===== src/supply_trim_params.svh =====
// Offsets, field positions, reset values and timing figures of the trim block.
`ifndef SUPPLY_TRIM_PARAMS_SVH
`define SUPPLY_TRIM_PARAMS_SVH

// Global register byte addresses.
`define CTRL_OFS 9'h000
`define MODE_OFS 9'h004
`define POL_OFS 9'h008
`define STAT_OFS 9'h00c

// Channel window: address bit 8 set, bits 7:5 channel, bits 4:2 index.
`define CH_WIN_BIT 8
`define CH_SEL_MSB 7
`define CH_SEL_LSB 5
`define IDX_MSB 4
`define IDX_LSB 2

// Channel register indexes; 0 to 3 are the stored profile codes.
`define IDX_HOST 3'h4
`define IDX_LOOP 3'h5
`define IDX_SETPOINT 3'h6

// Control register fields.
`define CTRL_SRC_BIT 0
`define CTRL_RATE_LSB 1
`define CTRL_RATE_MSB 2

// Status register fields.
`define STAT_PROF_LSB 0
`define STAT_PROF_MSB 1
`define STAT_LOOP_BIT 2

// Reset values.
`define CODE_RESET 8'h80
`define CTRL_RESET 3'h0
`define MODE_RESET 16'h0000
`define POL_RESET 8'h00

// Correction intervals in nanoseconds and the clock rate in MHz.
`define UPD0_NS 580000
`define UPD1_NS 1150000
`define UPD2_NS 9220000
`define UPD3_NS 18500000
`define CLK_MHZ 50

`endif


===== src/supply_trim_pkg.sv =====
// Types shared by the trim control top and its channel module.
package supply_trim_pkg;

   // Profile 0 operating mode of one channel.
   typedef enum logic [1:0] {
      MODE_FIXED = 2'h0,
      MODE_HOST = 2'h1,
      MODE_LOOP = 2'h2
   } mode_e;

   // Active voltage profile after decoding the two select bits.
   typedef enum logic [1:0] {
      PROF_0 = 2'h0,
      PROF_1 = 2'h1,
      PROF_2 = 2'h2,
      PROF_3 = 2'h3
   } profile_e;

   // Register bus slave states, one-hot.
   typedef enum logic [1:0] {
      ST_IDLE = 2'h1,
      ST_ACK = 2'h2
   } bus_state_e;

   // Per-channel configuration as carried to each channel.
   typedef struct packed {
      logic polarity;
      mode_e mode;
   } chan_cfg_s;

endpackage


===== src/trim_channel.sv =====
// One trim channel: code registers, closed-loop stepper and DAC code mux.
`timescale 1ns/10ps
`include "supply_trim_params.svh"

module trim_channel
   import supply_trim_pkg::*;
#(
   parameter int ADC_W = 10
) (
   input wire logic clk_i,
   input wire logic rst_i,
   input wire logic wr_en_i,
   input wire logic [2:0] wr_idx_i,
   input wire logic [ADC_W-1:0] wr_data_i,
   input wire logic [2:0] rd_idx_i,
   output logic [ADC_W-1:0] rd_data_o,
   input wire profile_e profile_i,
   input wire chan_cfg_s cfg_i,
   input wire logic loop_en_i,
   input wire logic step_i,
   input wire logic [ADC_W-1:0] adc_i,
   output logic [7:0] dac_code_o
);

   ////////////////////////////////////////////////////////////////////////
   // Six code registers plus the setpoint.

   logic [7:0] prof_code_q [4];
   logic [7:0] prof_code_d [4];
   logic [7:0] host_q, host_d;
   logic [7:0] loop_q, loop_d;
   logic [ADC_W-1:0] setpoint_q, setpoint_d;
   logic [7:0] dac_q, dac_d;
   logic raise;
   logic lower;

   always_comb begin
      for (int i = 0; i < 4; i++) begin
         prof_code_d[i] = prof_code_q[i];
         if (wr_en_i && wr_idx_i == 3'(i)) begin
            prof_code_d[i] = wr_data_i[7:0];
         end
      end
      host_d = host_q;
      setpoint_d = setpoint_q;
      loop_d = loop_q;
      // Setpoint above the reading is +1; polarity flips the step.
      raise = 1'b0;
      lower = 1'b0;
      if (setpoint_q != adc_i) begin
         raise = (setpoint_q > adc_i) ^ cfg_i.polarity;
         lower = ~raise;
      end
      if (wr_en_i && wr_idx_i == `IDX_HOST) begin
         host_d = wr_data_i[7:0];
         // Preload is only taken while the loop is stopped.
         if (!loop_en_i) begin
            loop_d = wr_data_i[7:0];
         end
      end
      if (wr_en_i && wr_idx_i == `IDX_SETPOINT) begin
         setpoint_d = wr_data_i;
      end
      // A zero result leaves the code alone; the ends saturate.
      if (loop_en_i && step_i && profile_i == PROF_0 &&
          cfg_i.mode == MODE_LOOP) begin
         if (raise && loop_q != 8'hff) begin
            loop_d = loop_q + 8'h01;
         end else if (lower && loop_q != 8'h00) begin
            loop_d = loop_q - 8'h01;
         end
      end
   end

   // Code selection; an unused mode code falls back to register 0.
   always_comb begin
      if (profile_i != PROF_0) begin
         dac_d = prof_code_q[profile_i];
      end else begin
         case (cfg_i.mode)
            MODE_HOST: dac_d = host_q;
            MODE_LOOP: dac_d = loop_q;
            default: dac_d = prof_code_q[0];
         endcase
      end
   end

   always_comb begin
      rd_data_o = '0;
      if (rd_idx_i < 3'h4) begin
         rd_data_o[7:0] = prof_code_q[rd_idx_i[1:0]];
      end else if (rd_idx_i == `IDX_HOST) begin
         rd_data_o[7:0] = host_q;
      end else if (rd_idx_i == `IDX_LOOP) begin
         rd_data_o[7:0] = loop_q;
      end else if (rd_idx_i == `IDX_SETPOINT) begin
         rd_data_o = setpoint_q;
      end
   end

   always_ff @(posedge clk_i) begin
      if (rst_i) begin
         for (int i = 0; i < 4; i++) begin
            prof_code_q[i] <= `CODE_RESET;
         end
         host_q <= `CODE_RESET;
         loop_q <= `CODE_RESET;
         setpoint_q <= '0;
         dac_q <= `CODE_RESET;
      end else begin
         prof_code_q <= prof_code_d;
         host_q <= host_d;
         loop_q <= loop_d;
         setpoint_q <= setpoint_d;
         dac_q <= dac_d;
      end
   end

   assign dac_code_o = dac_q;

endmodule // trim_channel


===== src/supply_trim_margin_control.sv =====
// Eight-channel supply trim and margin control with a Wishbone register file.
//
// Behaviour
// - Profile source: pins or logic, by setting.
// - One profile drives all eight channels.
// - Bits 11,10,01,00 select profiles 3,2,1,0.
// - Profiles 1-3 use stored code of same index.
// - Six 8-bit codes; four stored, two volatile.
// - Profile 0 mode: fixed, host or loop.
// - Profile 0 mode held per channel.
// - Fixed mode drives stored code 0.
// - Host mode follows host register immediately; the DAC code is registered, one clock behind host register.
// - Host register resets to 80h.
// - One loop enable, from internal logic only.
// - Loop corrects once per selected interval.
// - Compare reading with setpoint: +1, -1, 0.
// - Nonzero result steps loop register by one.
// - Channel polarity sets step direction.
// - Zero result leaves loop register unchanged.
// - Loop mode drives loop register to DAC.
// - Rate codes give 580us,1.15ms,9.22ms,18.5ms.
// - Loop register resets to 80h.
// - Channel N uses monitor reading N only.
// - Host address write preloads loop register while loop is off.
`timescale 1ns/10ps
`include "supply_trim_params.svh"

module supply_trim_margin_control
   import supply_trim_pkg::*;
#(
   parameter int CH_N = 8,
   parameter int ADC_W = 10,
   parameter int CNT_W = 20,
   parameter int RATE0_CYC = (`UPD0_NS * `CLK_MHZ) / 1000,
   parameter int RATE1_CYC = (`UPD1_NS * `CLK_MHZ) / 1000,
   parameter int RATE2_CYC = (`UPD2_NS * `CLK_MHZ) / 1000,
   parameter int RATE3_CYC = (`UPD3_NS * `CLK_MHZ) / 1000
) (
   input wire logic clk_i,
   input wire logic rst_i,
   // Wishbone classic slave.
   input wire logic cyc_i,
   input wire logic stb_i,
   input wire logic we_i,
   input wire logic [8:0] adr_i,
   input wire logic [3:0] sel_i,
   input wire logic [31:0] dat_i,
   output logic [31:0] dat_o,
   output logic ack_o,
   // Profile select from the pins and from the internal logic.
   input wire logic [1:0] pin_profile_select_i,
   input wire logic [1:0] logic_profile_select_i,
   // Closed-loop enable, driven by the internal logic alone.
   input wire logic loop_trim_enable_i,
   // Monitor readings, channel N on slice N.
   input wire logic [CH_N-1:0][ADC_W-1:0] adc_result_i,
   // Trim DAC codes, channel N on slice N.
   output logic [CH_N-1:0][7:0] dac_code_o
);

   ////////////////////////////////////////////////////////////////////////
   // Configuration registers.

   logic [2:0] ctrl_q, ctrl_d;
   logic [15:0] mode_q, mode_d;
   logic [7:0] pol_q, pol_d;

   logic logic_src;
   logic [1:0] rate_sel;

   assign logic_src = ctrl_q[`CTRL_SRC_BIT];
   assign rate_sel = ctrl_q[`CTRL_RATE_MSB:`CTRL_RATE_LSB];

   ////////////////////////////////////////////////////////////////////////
   // Bus decode signals.

   bus_state_e state_q, state_d;
   logic [31:0] dat_q, dat_d;
   logic req;
   logic wr_stb;
   logic ch_hit;
   logic [2:0] ch_sel;
   logic [2:0] ch_idx;
   logic [31:0] byte_mask;
   logic [31:0] cur_val;
   logic [31:0] wr_val;
   logic mapped;
   logic [ADC_W-1:0] ch_rd [CH_N];

   ////////////////////////////////////////////////////////////////////////
   // Profile selection.

   logic [1:0] prof_bits;
   profile_e profile;

   always_comb begin
      // One source feeds every channel, so all stay in one profile.
      if (logic_src) begin
         prof_bits = logic_profile_select_i;
      end else begin
         prof_bits = pin_profile_select_i;
      end
      case (prof_bits)
         2'h3: profile = PROF_3;
         2'h2: profile = PROF_2;
         2'h1: profile = PROF_1;
         default: profile = PROF_0;
      endcase
   end

   ////////////////////////////////////////////////////////////////////////
   // Correction interval divider.

   logic [CNT_W-1:0] cnt_q, cnt_d;
   logic [CNT_W-1:0] limit;
   logic tick;
   // CNT_W covers the slowest interval at 50 MHz; a faster clock or a
   // longer interval needs a wider counter, or the limit is cut short.

   always_comb begin
      case (rate_sel)
         2'h0: limit = CNT_W'(RATE0_CYC - 1);
         2'h1: limit = CNT_W'(RATE1_CYC - 1);
         2'h2: limit = CNT_W'(RATE2_CYC - 1);
         default: limit = CNT_W'(RATE3_CYC - 1);
      endcase
   end

   // The divider is held at zero while the loop is off, so the first
   // correction comes one full interval after the enable rises. The
   // greater-or-equal test keeps a shortened rate from stranding the count.
   always_comb begin
      tick = 1'b0;
      cnt_d = cnt_q;
      if (!loop_trim_enable_i) begin
         cnt_d = '0;
      end else if (cnt_q >= limit) begin
         cnt_d = '0;
         tick = 1'b1;
      end else begin
         cnt_d = cnt_q + CNT_W'(1);
      end
   end

   always_ff @(posedge clk_i) begin
      if (rst_i) begin
         cnt_q <= '0;
      end else begin
         cnt_q <= cnt_d;
      end
   end

   ////////////////////////////////////////////////////////////////////////
   // Wishbone slave: one wait state, then ack for one cycle.
   // A write lands on the edge that accepts it, one cycle ahead of ack;
   // the master still holds every qualifier then, so the data is sound.
   // A request seen while ack is up is ignored, which keeps a master
   // that is slow to drop its strobe from issuing a second transfer.

   assign req = cyc_i && stb_i && state_q == ST_IDLE;
   assign wr_stb = req && we_i;
   assign ch_hit = adr_i[`CH_WIN_BIT];
   assign ch_sel = adr_i[`CH_SEL_MSB:`CH_SEL_LSB];
   assign ch_idx = adr_i[`IDX_MSB:`IDX_LSB];

   always_comb begin
      for (int b = 0; b < 4; b++) begin
         byte_mask[b*8 +: 8] = {8{sel_i[b]}};
      end
   end

   // Current value at the address; unmapped words read as zero.
   always_comb begin
      cur_val = 32'h0000_0000;
      mapped = 1'b1;
      if (ch_hit) begin
         if (ch_idx <= `IDX_SETPOINT) begin
            cur_val[ADC_W-1:0] = ch_rd[ch_sel];
         end else begin
            mapped = 1'b0;
         end
      end else if (adr_i == `CTRL_OFS) begin
         cur_val[2:0] = ctrl_q;
      end else if (adr_i == `MODE_OFS) begin
         cur_val[15:0] = mode_q;
      end else if (adr_i == `POL_OFS) begin
         cur_val[7:0] = pol_q;
      end else if (adr_i == `STAT_OFS) begin
         cur_val[`STAT_PROF_MSB:`STAT_PROF_LSB] = profile;
         cur_val[`STAT_LOOP_BIT] = loop_trim_enable_i;
      end else begin
         mapped = 1'b0;
      end
   end

   // Lanes not selected keep their old contents.
   assign wr_val = (cur_val & ~byte_mask) | (dat_i & byte_mask);

   always_comb begin
      state_d = state_q;
      dat_d = dat_q;
      case (state_q)
         ST_IDLE: begin
            if (req) begin
               state_d = ST_ACK;
               dat_d = we_i ? 32'h0000_0000 : cur_val;
            end
         end
         ST_ACK: begin
            state_d = ST_IDLE;
            dat_d = 32'h0000_0000;
         end
         default: begin
            state_d = ST_IDLE;
            dat_d = 32'h0000_0000;
         end
      endcase
   end

   always_ff @(posedge clk_i) begin
      if (rst_i) begin
         state_q <= ST_IDLE;
         dat_q <= 32'h0000_0000;
      end else begin
         state_q <= state_d;
         dat_q <= dat_d;
      end
   end

   assign ack_o = state_q == ST_ACK;
   assign dat_o = dat_q;

   ////////////////////////////////////////////////////////////////////////
   // Global configuration writes.

   always_comb begin
      ctrl_d = ctrl_q;
      mode_d = mode_q;
      pol_d = pol_q;
      if (wr_stb && !ch_hit && mapped) begin
         if (adr_i == `CTRL_OFS) begin
            ctrl_d = wr_val[2:0];
         end else if (adr_i == `MODE_OFS) begin
            mode_d = wr_val[15:0];
         end else if (adr_i == `POL_OFS) begin
            pol_d = wr_val[7:0];
         end
      end
   end

   always_ff @(posedge clk_i) begin
      if (rst_i) begin
         ctrl_q <= `CTRL_RESET;
         mode_q <= `MODE_RESET;
         pol_q <= `POL_RESET;
      end else begin
         ctrl_q <= ctrl_d;
         mode_q <= mode_d;
         pol_q <= pol_d;
      end
   end

   ////////////////////////////////////////////////////////////////////////
   // Channels. The loop register is read-only on the bus; it is loaded
   // through the host address while the loop is stopped. Mode code 3 is
   // treated as fixed register 0, so a stray code never leaves a trim open.

   genvar g;
   generate
      for (g = 0; g < CH_N; g++) begin : g_ch
         chan_cfg_s cfg;
         logic ch_wr;

         always_comb begin
            cfg.polarity = pol_q[g];
            // Per-channel two-bit mode field.
            cfg.mode = mode_e'(mode_q[2*g +: 2]);
            ch_wr = wr_stb && ch_hit && mapped && ch_sel == 3'(g) &&
                    ch_idx != `IDX_LOOP;
         end

         trim_channel #(
            .ADC_W(ADC_W)
         ) u_trim_channel (
            .clk_i(clk_i),
            .rst_i(rst_i),
            .wr_en_i(ch_wr),
            .wr_idx_i(ch_idx),
            .wr_data_i(wr_val[ADC_W-1:0]),
            .rd_idx_i(ch_idx),
            .rd_data_o(ch_rd[g]),
            .profile_i(profile),
            .cfg_i(cfg),
            .loop_en_i(loop_trim_enable_i),
            .step_i(tick),
            .adc_i(adc_result_i[g]),
            .dac_code_o(dac_code_o[g])
         );
      end
   endgenerate

endmodule // supply_trim_margin_control


===== config.mk =====
export PLATFORM = sky130hd
export DESIGN_NAME = supply_trim_margin_control
export DESIGN_NICKNAME = d
export VERILOG_FILES = /design/src/supply_trim_pkg.sv /design/src/trim_channel.sv /design/src/supply_trim_margin_control.sv
export VERILOG_INCLUDE_DIRS = /design/src
export SDC_FILE = /design/constraint.sdc
export NUM_CORES = 2
export LEC_CHECK = 0
export BUFFER_PORTS_ARGS = -buffer_cell sky130_fd_sc_hd__clkbuf_2
export CORE_ASPECT_RATIO = 1.2
export CORE_UTILIZATION = 55
export CTS_CLUSTER_DIAMETER = 30
export DETAILED_ROUTE_END_ITERATION = 6
export PLACE_DENSITY_LB_ADDON = 0.25
export SYNTH_ARGS = -nofsm -noshare
export SYNTH_HDL_FRONTEND = slang
export SYNTH_HIERARCHICAL = 1
export SYNTH_SLANG_ARGS = --single-unit

===== constraint.sdc =====
create_clock -name clk_i -period 4.95 [get_ports clk_i]
set_input_delay 0.7425 -clock clk_i [delete_from_list [all_inputs] [get_ports clk_i]]
set_output_delay 0.7425 -clock clk_i [all_outputs]
set_load 0.005 [all_outputs]

# --- Word-level counts from Yosys, hierarchy flattened ---
# Cells that the tools add are included.
classes:
  n_eq_ne: 56
  n_lt_le_gt_ge: 14
  reduce_logical: 117
  n_bitwise: 27
  n_addsub: 17
  mux: 201
op_table:
  columns: ["op", "n"]
  rows:
  - ["two-way mux 8 bit", 106]
  - ["binary-select mux 8 bit (select 2 bit)", 16]
  - ["one-hot mux 8 bit (2 select lines)", 8]
  - ["two-way mux 10 bit", 12]
  - ["logical AND 1 bit", 97]
  - ["> comparator 10 bit", 8]
  - ["!= test 10 bit", 8]
  - ["adder 8 x 1 -> 8 bit, second input constant", 8]
  - ["!= test 8 bit, second input constant", 8]
  - ["nonzero test 8 bit", 8]
  - ["subtractor 8 x 1 -> 8 bit, second input constant", 8]
  - ["one-hot mux 20 bit (3 select lines)", 1]
  - ["two-way mux 2 bit", 25]
  - ["bitwise AND 16 bit", 2]
  - ["binary-select mux 10 bit (select 3 bit)", 1]
  - ["== test 2 bit, second input constant", 12]
  - ["two-way mux 1 bit", 24]
  - ["== test 2 x 1 -> 1 bit, second input constant", 11]
  - ["== test 3 bit, second input constant", 7]
  - ["adder 20 x 1 -> 20 bit, second input constant", 1]
  - ["greater-or-equal comparator 20 bit", 1]
  - ["== test 9 x 4 -> 1 bit, second input constant", 2]
  - ["two-way mux 16 bit", 1]
  - ["inverter 16 bit", 1]
  - ["28 further kinds", 56]
totals:
  register_bits: 609
  word_cells: 502
  in_bits: 135

# --- Depth between registers and ports, before layout ---
depth:
  depth_word: 17
  mapped_depth: 16
  depth_no_buf: 15

# --- By module ---
# The synthesis kept the hierarchy.
by_module_without_submodules:
  columns: ["mod", "instances", "area_per_inst_um2", "seq_area_each_um2", "cells_each"]
  rows:
  - ["trim_channel at g_ch[0].u_trim_channel ...", 5, 3927.5, 1321.3, 490]
  - ["trim_channel at g_ch[5].u_trim_channel ...", 2, 4013.8, 1321.3, 492]
  - ["supply_trim_margin_control", 1, 4275.4, 1301.2, 481]
  - ["trim_channel at g_ch[7].u_trim_channel", 1, 4050.1, 1321.3, 489]

# --- Worst setup path after synthesis ---
# Ideal clock, no wire load.
synth_timing:
  path_type: "input to register"
  start: "in adr_i[2]"
  end: "reg g_ch[7].u_trim_channel.loop_q[7]"
  cell_stages: 16
  required_time_ns: 4.892
  setup_slack_ns: 0.529
  arrival_ns: 4.363
  setup_time_ns: 0.058
  path_buffers: 2
  path_cell_list: "clkbuf_1 -> nor2b_1 -> clkbuf_1 -> nand2_1 -> o21ai_0 -> mux2_2 -> mux2i_1 -> a22o_1 -> or4_4 -> o21a_4 -> inv_1 -> and2_1 -> mux2i_1 -> a21oi_1 -> a2111o_1 -> a21o_1"
synth_lines:
  columns: ["item", "line", "text"]
  rows:
  - ["from (decl)", "supply_trim_margin_control.sv:45", "input wire logic [8:0] adr_i,"]
  - ["to (signal assigned)", "trim_channel.sv:107", "loop_q <= `CODE_RESET;"]
  - ["to (signal assigned)", "trim_channel.sv:113", "loop_q <= loop_d;"]
  - ["to (decl)", "trim_channel.sv:31", "logic [7:0] loop_q, loop_d;"]

# --- Worst setup path after layout ---
layout_timing:
  start: "reg ctrl_q[1]"
  end: "reg g_ch[6].u_trim_channel.loop_q[4]"
layout_via:
  elab_chain_cells: 9
  elab_cells_between_ends: 11
layout_rtl:
  columns: ["item", "line", "text"]
  rows:
  - ["from (decl)", "supply_trim_margin_control.sv:64", "logic [2:0] ctrl_q, ctrl_d;"]
  - ["from (signal assigned)", "supply_trim_margin_control.sv:253", "ctrl_q <= `CTRL_RESET;"]
  - ["from (signal assigned)", "supply_trim_margin_control.sv:257", "ctrl_q <= ctrl_d;"]
  - ["== test 2 bit, or another cell as far along", "supply_trim_margin_control.sv:121", "case (rate_sel)"]
  - ["one-hot mux 20 bit (3 select lines) *", "supply_trim_margin_control.sv:121", null]
  - ["greater-or-equal comparator 20 bit *", "supply_trim_margin_control.sv:137", "end else if (cnt_q >= limit) begin"]
  - ["two-way mux 1 bit *", "supply_trim_margin_control.sv:137", null]
  - ["two-way mux 1 bit *", "supply_trim_margin_control.sv:135", "if (!loop_trim_enable_i) begin"]
  - ["net tick", "supply_trim_margin_control.sv:116", "logic tick;"]
  - ["logical AND 1 bit * (3 in a row)", "trim_channel.sv:65", "if (loop_en_i && step_i && profile_i == PROF_0 &&"]
  - ["two-way mux 8 bit *", "trim_channel.sv:65", null]
  - ["to (signal assigned)", "trim_channel.sv:107", null]
  - ["to (signal assigned)", "trim_channel.sv:113", null]
  - ["to (decl)", "trim_channel.sv:31", null]
# Mark *: on every way through the listed nets, which the timed path passes. The rest lies on a longest branch.
# A chain may end at the register's enable or synchronous reset.

==> impl_results.md <==
* Max incr delay on CP at roughly 0.48 ns
* PostCTS Resize Cnt at 0
* CTS sink count at 593
* Setup CP Type: reg -> reg
* Bufs on Longest Clock Path at 3
* DR iter-0 viols at 3147
* Initial antenna violation count at 6
* Worst clock skew at about 0.031 ns
* Max Freq at 0.225 GHz
* Drt via density at 6.11
* Total length of routed met3 wires at 10.2 mm
* Final Max Tran Viols at 0
* Top FF cell, synth: dfxtp_1
* Top Layer Used: met5
* Post-route ant nets at 0
* Final wirelength at 115 mm
* Vias in the first global route at 31800
* Synth unique cells at 89
* Number of flops mapped to enable cells by yosys at 0
* Post-route DRC at 0
* CP endpoint kind: register
* Clock slew at reported path FFs at 0.05 ns
* Synth Instances at 4404
* RSZ-0062 raised after global routing: false
* Asr flop ratio synth at 0%
* Syn_area_per_cell at 8.17 um2
* Final Instance Count excl. Fillers at 5454
* Avg WL per Cell at 21.1 um
* CTS tree: built
* Class of the worst hold path: in -> reg
* Starting Density at between 50% and 60%
* GR Util All Layers at 34.1%
* Die W at 236 um
* Post-route minimum period at between 4 and 5 ns
* Placed Cells at 5236
* Crit path buffers/inverters at 1
* Synth warn at 6
* Seq/Total Area, Yosys at 33.0%
* Worst-margin pin slew at 1.13 ns
* Post-Syn Area at 36000 um2
* Share of post-route cells with drive strength above 1 at 17.7%
* CTS HTree Levels at 3
* Synth area leaders: dfxtp_1, nand2_1, mux4_2
* Area post-placement at about 38000 um2
* Grt total ovfl at 0
* Most frequent cells after synthesis: nand2_1, dfxtp_1, a21oi_1
* Flops & latches, synth at 593
* Largest vdd supply drop at 0.270 mV
* Post-synth top area cell: dfxtp_1
* Maxcap violations at 0
* Final hold viol count at 0
* P_leak at 16.1 nW
* Via count at 33400
* First-pass GRT wire length at 178 mm
* Die area at roughly 66000 um2
* Hold-fix buffers, CTS at 0
* Fillers at 5495
* # setup viols final at 0
* Routability cong. at 0.973
* Post CTS Setup Buffer Count at 0
* Worst EP arrival at approximately 5.0 ns
* # IOs at around 230
* Worst Setup Start Kind: register
* CP Cell Sequence: inv_1, ha_1, o21ai_0, ha_1, a21o_1, a21oi_1, nor4bb_1, o21ai_0, and2_1, nand4_1, nor4b_1, mux2i_1, nand2_1, nor4b_1, or3_1
* Relative slew slack at 24.3%
* Finished Cell Area at 41600 um2
* Worst Path Required at 5.48 ns
* Slowest-stage cell, CP: nor4bb_1
* Run status: finished, final reports clean
* First-pass iteration count of the detailed router at 6
* Area delta synth->final at 15.6%
* Crit-path leading delay family: simple AND/OR/NAND/NOR gates
* Final hold slack at 0.310 ns
* Pin count of the biggest net entering global routing at 135
* # rows at 102
* DIE HEIGHT at 282 um
* Clock Latency Late Sink at 0.67 ns
* Yosys top cell area share at 33.0%
* Power Density at 328 nW/um2
* Core box area at 64600 um2
* Met2 WL at 52.9 mm
* Max FO, Critical Path at 10
* IO Port Bufs at 197
* Most numerous cell in the Yosys netlist: nand2_1
* Setup tns final at 0 ns
* Clock root buffer: clkbuf_16
* Met1 WL at roughly 44 mm
* Post-DP HPWL at 80.6 mm
* Crit share post-route at 89.7%
* CTS Buf Count at 115
* Final Net Count at about 4800
==> flip-flops by register name, summed over array words and instances (netlist names) <==
signal                           cells
cnt_q                               20
ctrl_q                               3
dat_o                               16
g_ch.u_trim_channel/dac_code_o      64
g_ch.u_trim_channel/host_q          64
g_ch.u_trim_channel/loop_q          64
g_ch.u_trim_channel/prof_code_q    256
g_ch.u_trim_channel/setpoint_q      80
mode_q                              16
pol_q                                8
state_q                              2
==> layout by cell type (no fill, tap or decap), types with 111 or more instances in the layout <==
master     netlist  layout
clkbuf_2         9     193
a21oi_1        423     423
nand2_1       1099    1099
o21ai_0        157     157
ha_1           142     142
mux4_2         135     135
clkbuf_16        0     119
dfxtp_1        593     593
nand3_1        111     111
inv_1          176     170
nor2_1         164     164
mux2i_1        159     159
==> power breakdown <==
group	leakage, nW	switching (mW)	internal [mW]
sequential	4.78	0.00429	4.78
combinational	9.39	0.541	0.235
clock	1.98	2.83	5.25
==> through the flow <==
stage | util, % | total power [mW] | setup slack [ns]
floorplan | - | 5.32 | 0.529
global placement | 58.1 | 5.63 | 0.630
detailed placement | 58.1 | 5.64 | 0.599
CTS | 64.4 | 13.7 | 0.599
global route | 64.4 | 14.0 | 0.215
finish | 64.4 | 13.6 | 0.508
==> tightest hold or removal path, delay by kind of cell <==
family | cells | cell delay [ns]
buffers and inverters | 1 | 0.08
multiplexers | 1 | 0.06
AND/OR/NAND/NOR | 1 | 0.07
==> final cells by class <==
type | count | area, um2 | area share [%]
diodes | 3 | 7.51 | 0.0180
clock buffers | 139 | 3180 | 7.65
clock inverters | 76 | 876 | 2.10
inverters | 176 | 661 | 1.59
multi-input cells | 3345 | 22100 | 53.2
flip-flops and latches | 593 | 11900 | 28.5
well taps | 832 | 1040 | 2.50
repair buffers | 290 | 1830 | 4.40
==> routing by layer <==
layer  global-route usage [%]  vias to the layer above
met1                     41.3                    15700
met3                     5.73                      375
met4                     23.5                        6
met5                        0                        -
met2                     55.7                     1594
li1                         -                    15700
==> final timing paths <==
path	start	to	slack (ns)	depth (start not counted)
max	ctrl_q[1]	g_ch[6].u_trim_channel/loop_q[4]	0.51	15
min reg2reg	dat_o[8]	dat_o[8]	0.46	2
max reg2reg	ctrl_q[1]	g_ch[6].u_trim_channel/loop_q[4]	0.51	15
min	dat_i[10]	mode_q[10]	0.31	3
==> kinds of logic (layout without fill, tap and decap cells) <==
kind of cell	Yosys count	count (layout)	synth area share, %
other	1	19	0.0104
multiplexers	379	379	15.7
AND/OR/NAND/NOR	1870	1870	24.0
XOR/XNOR	63	63	1.53
flip-flops	593	593	33.0
AO/OA/AOI/OAI	875	875	15.1
adder cells (fa/ha/maj)	142	142	4.94
buffers and inverters	481	681	5.70
No activity file was read; power rests on OpenSTA's default activity.
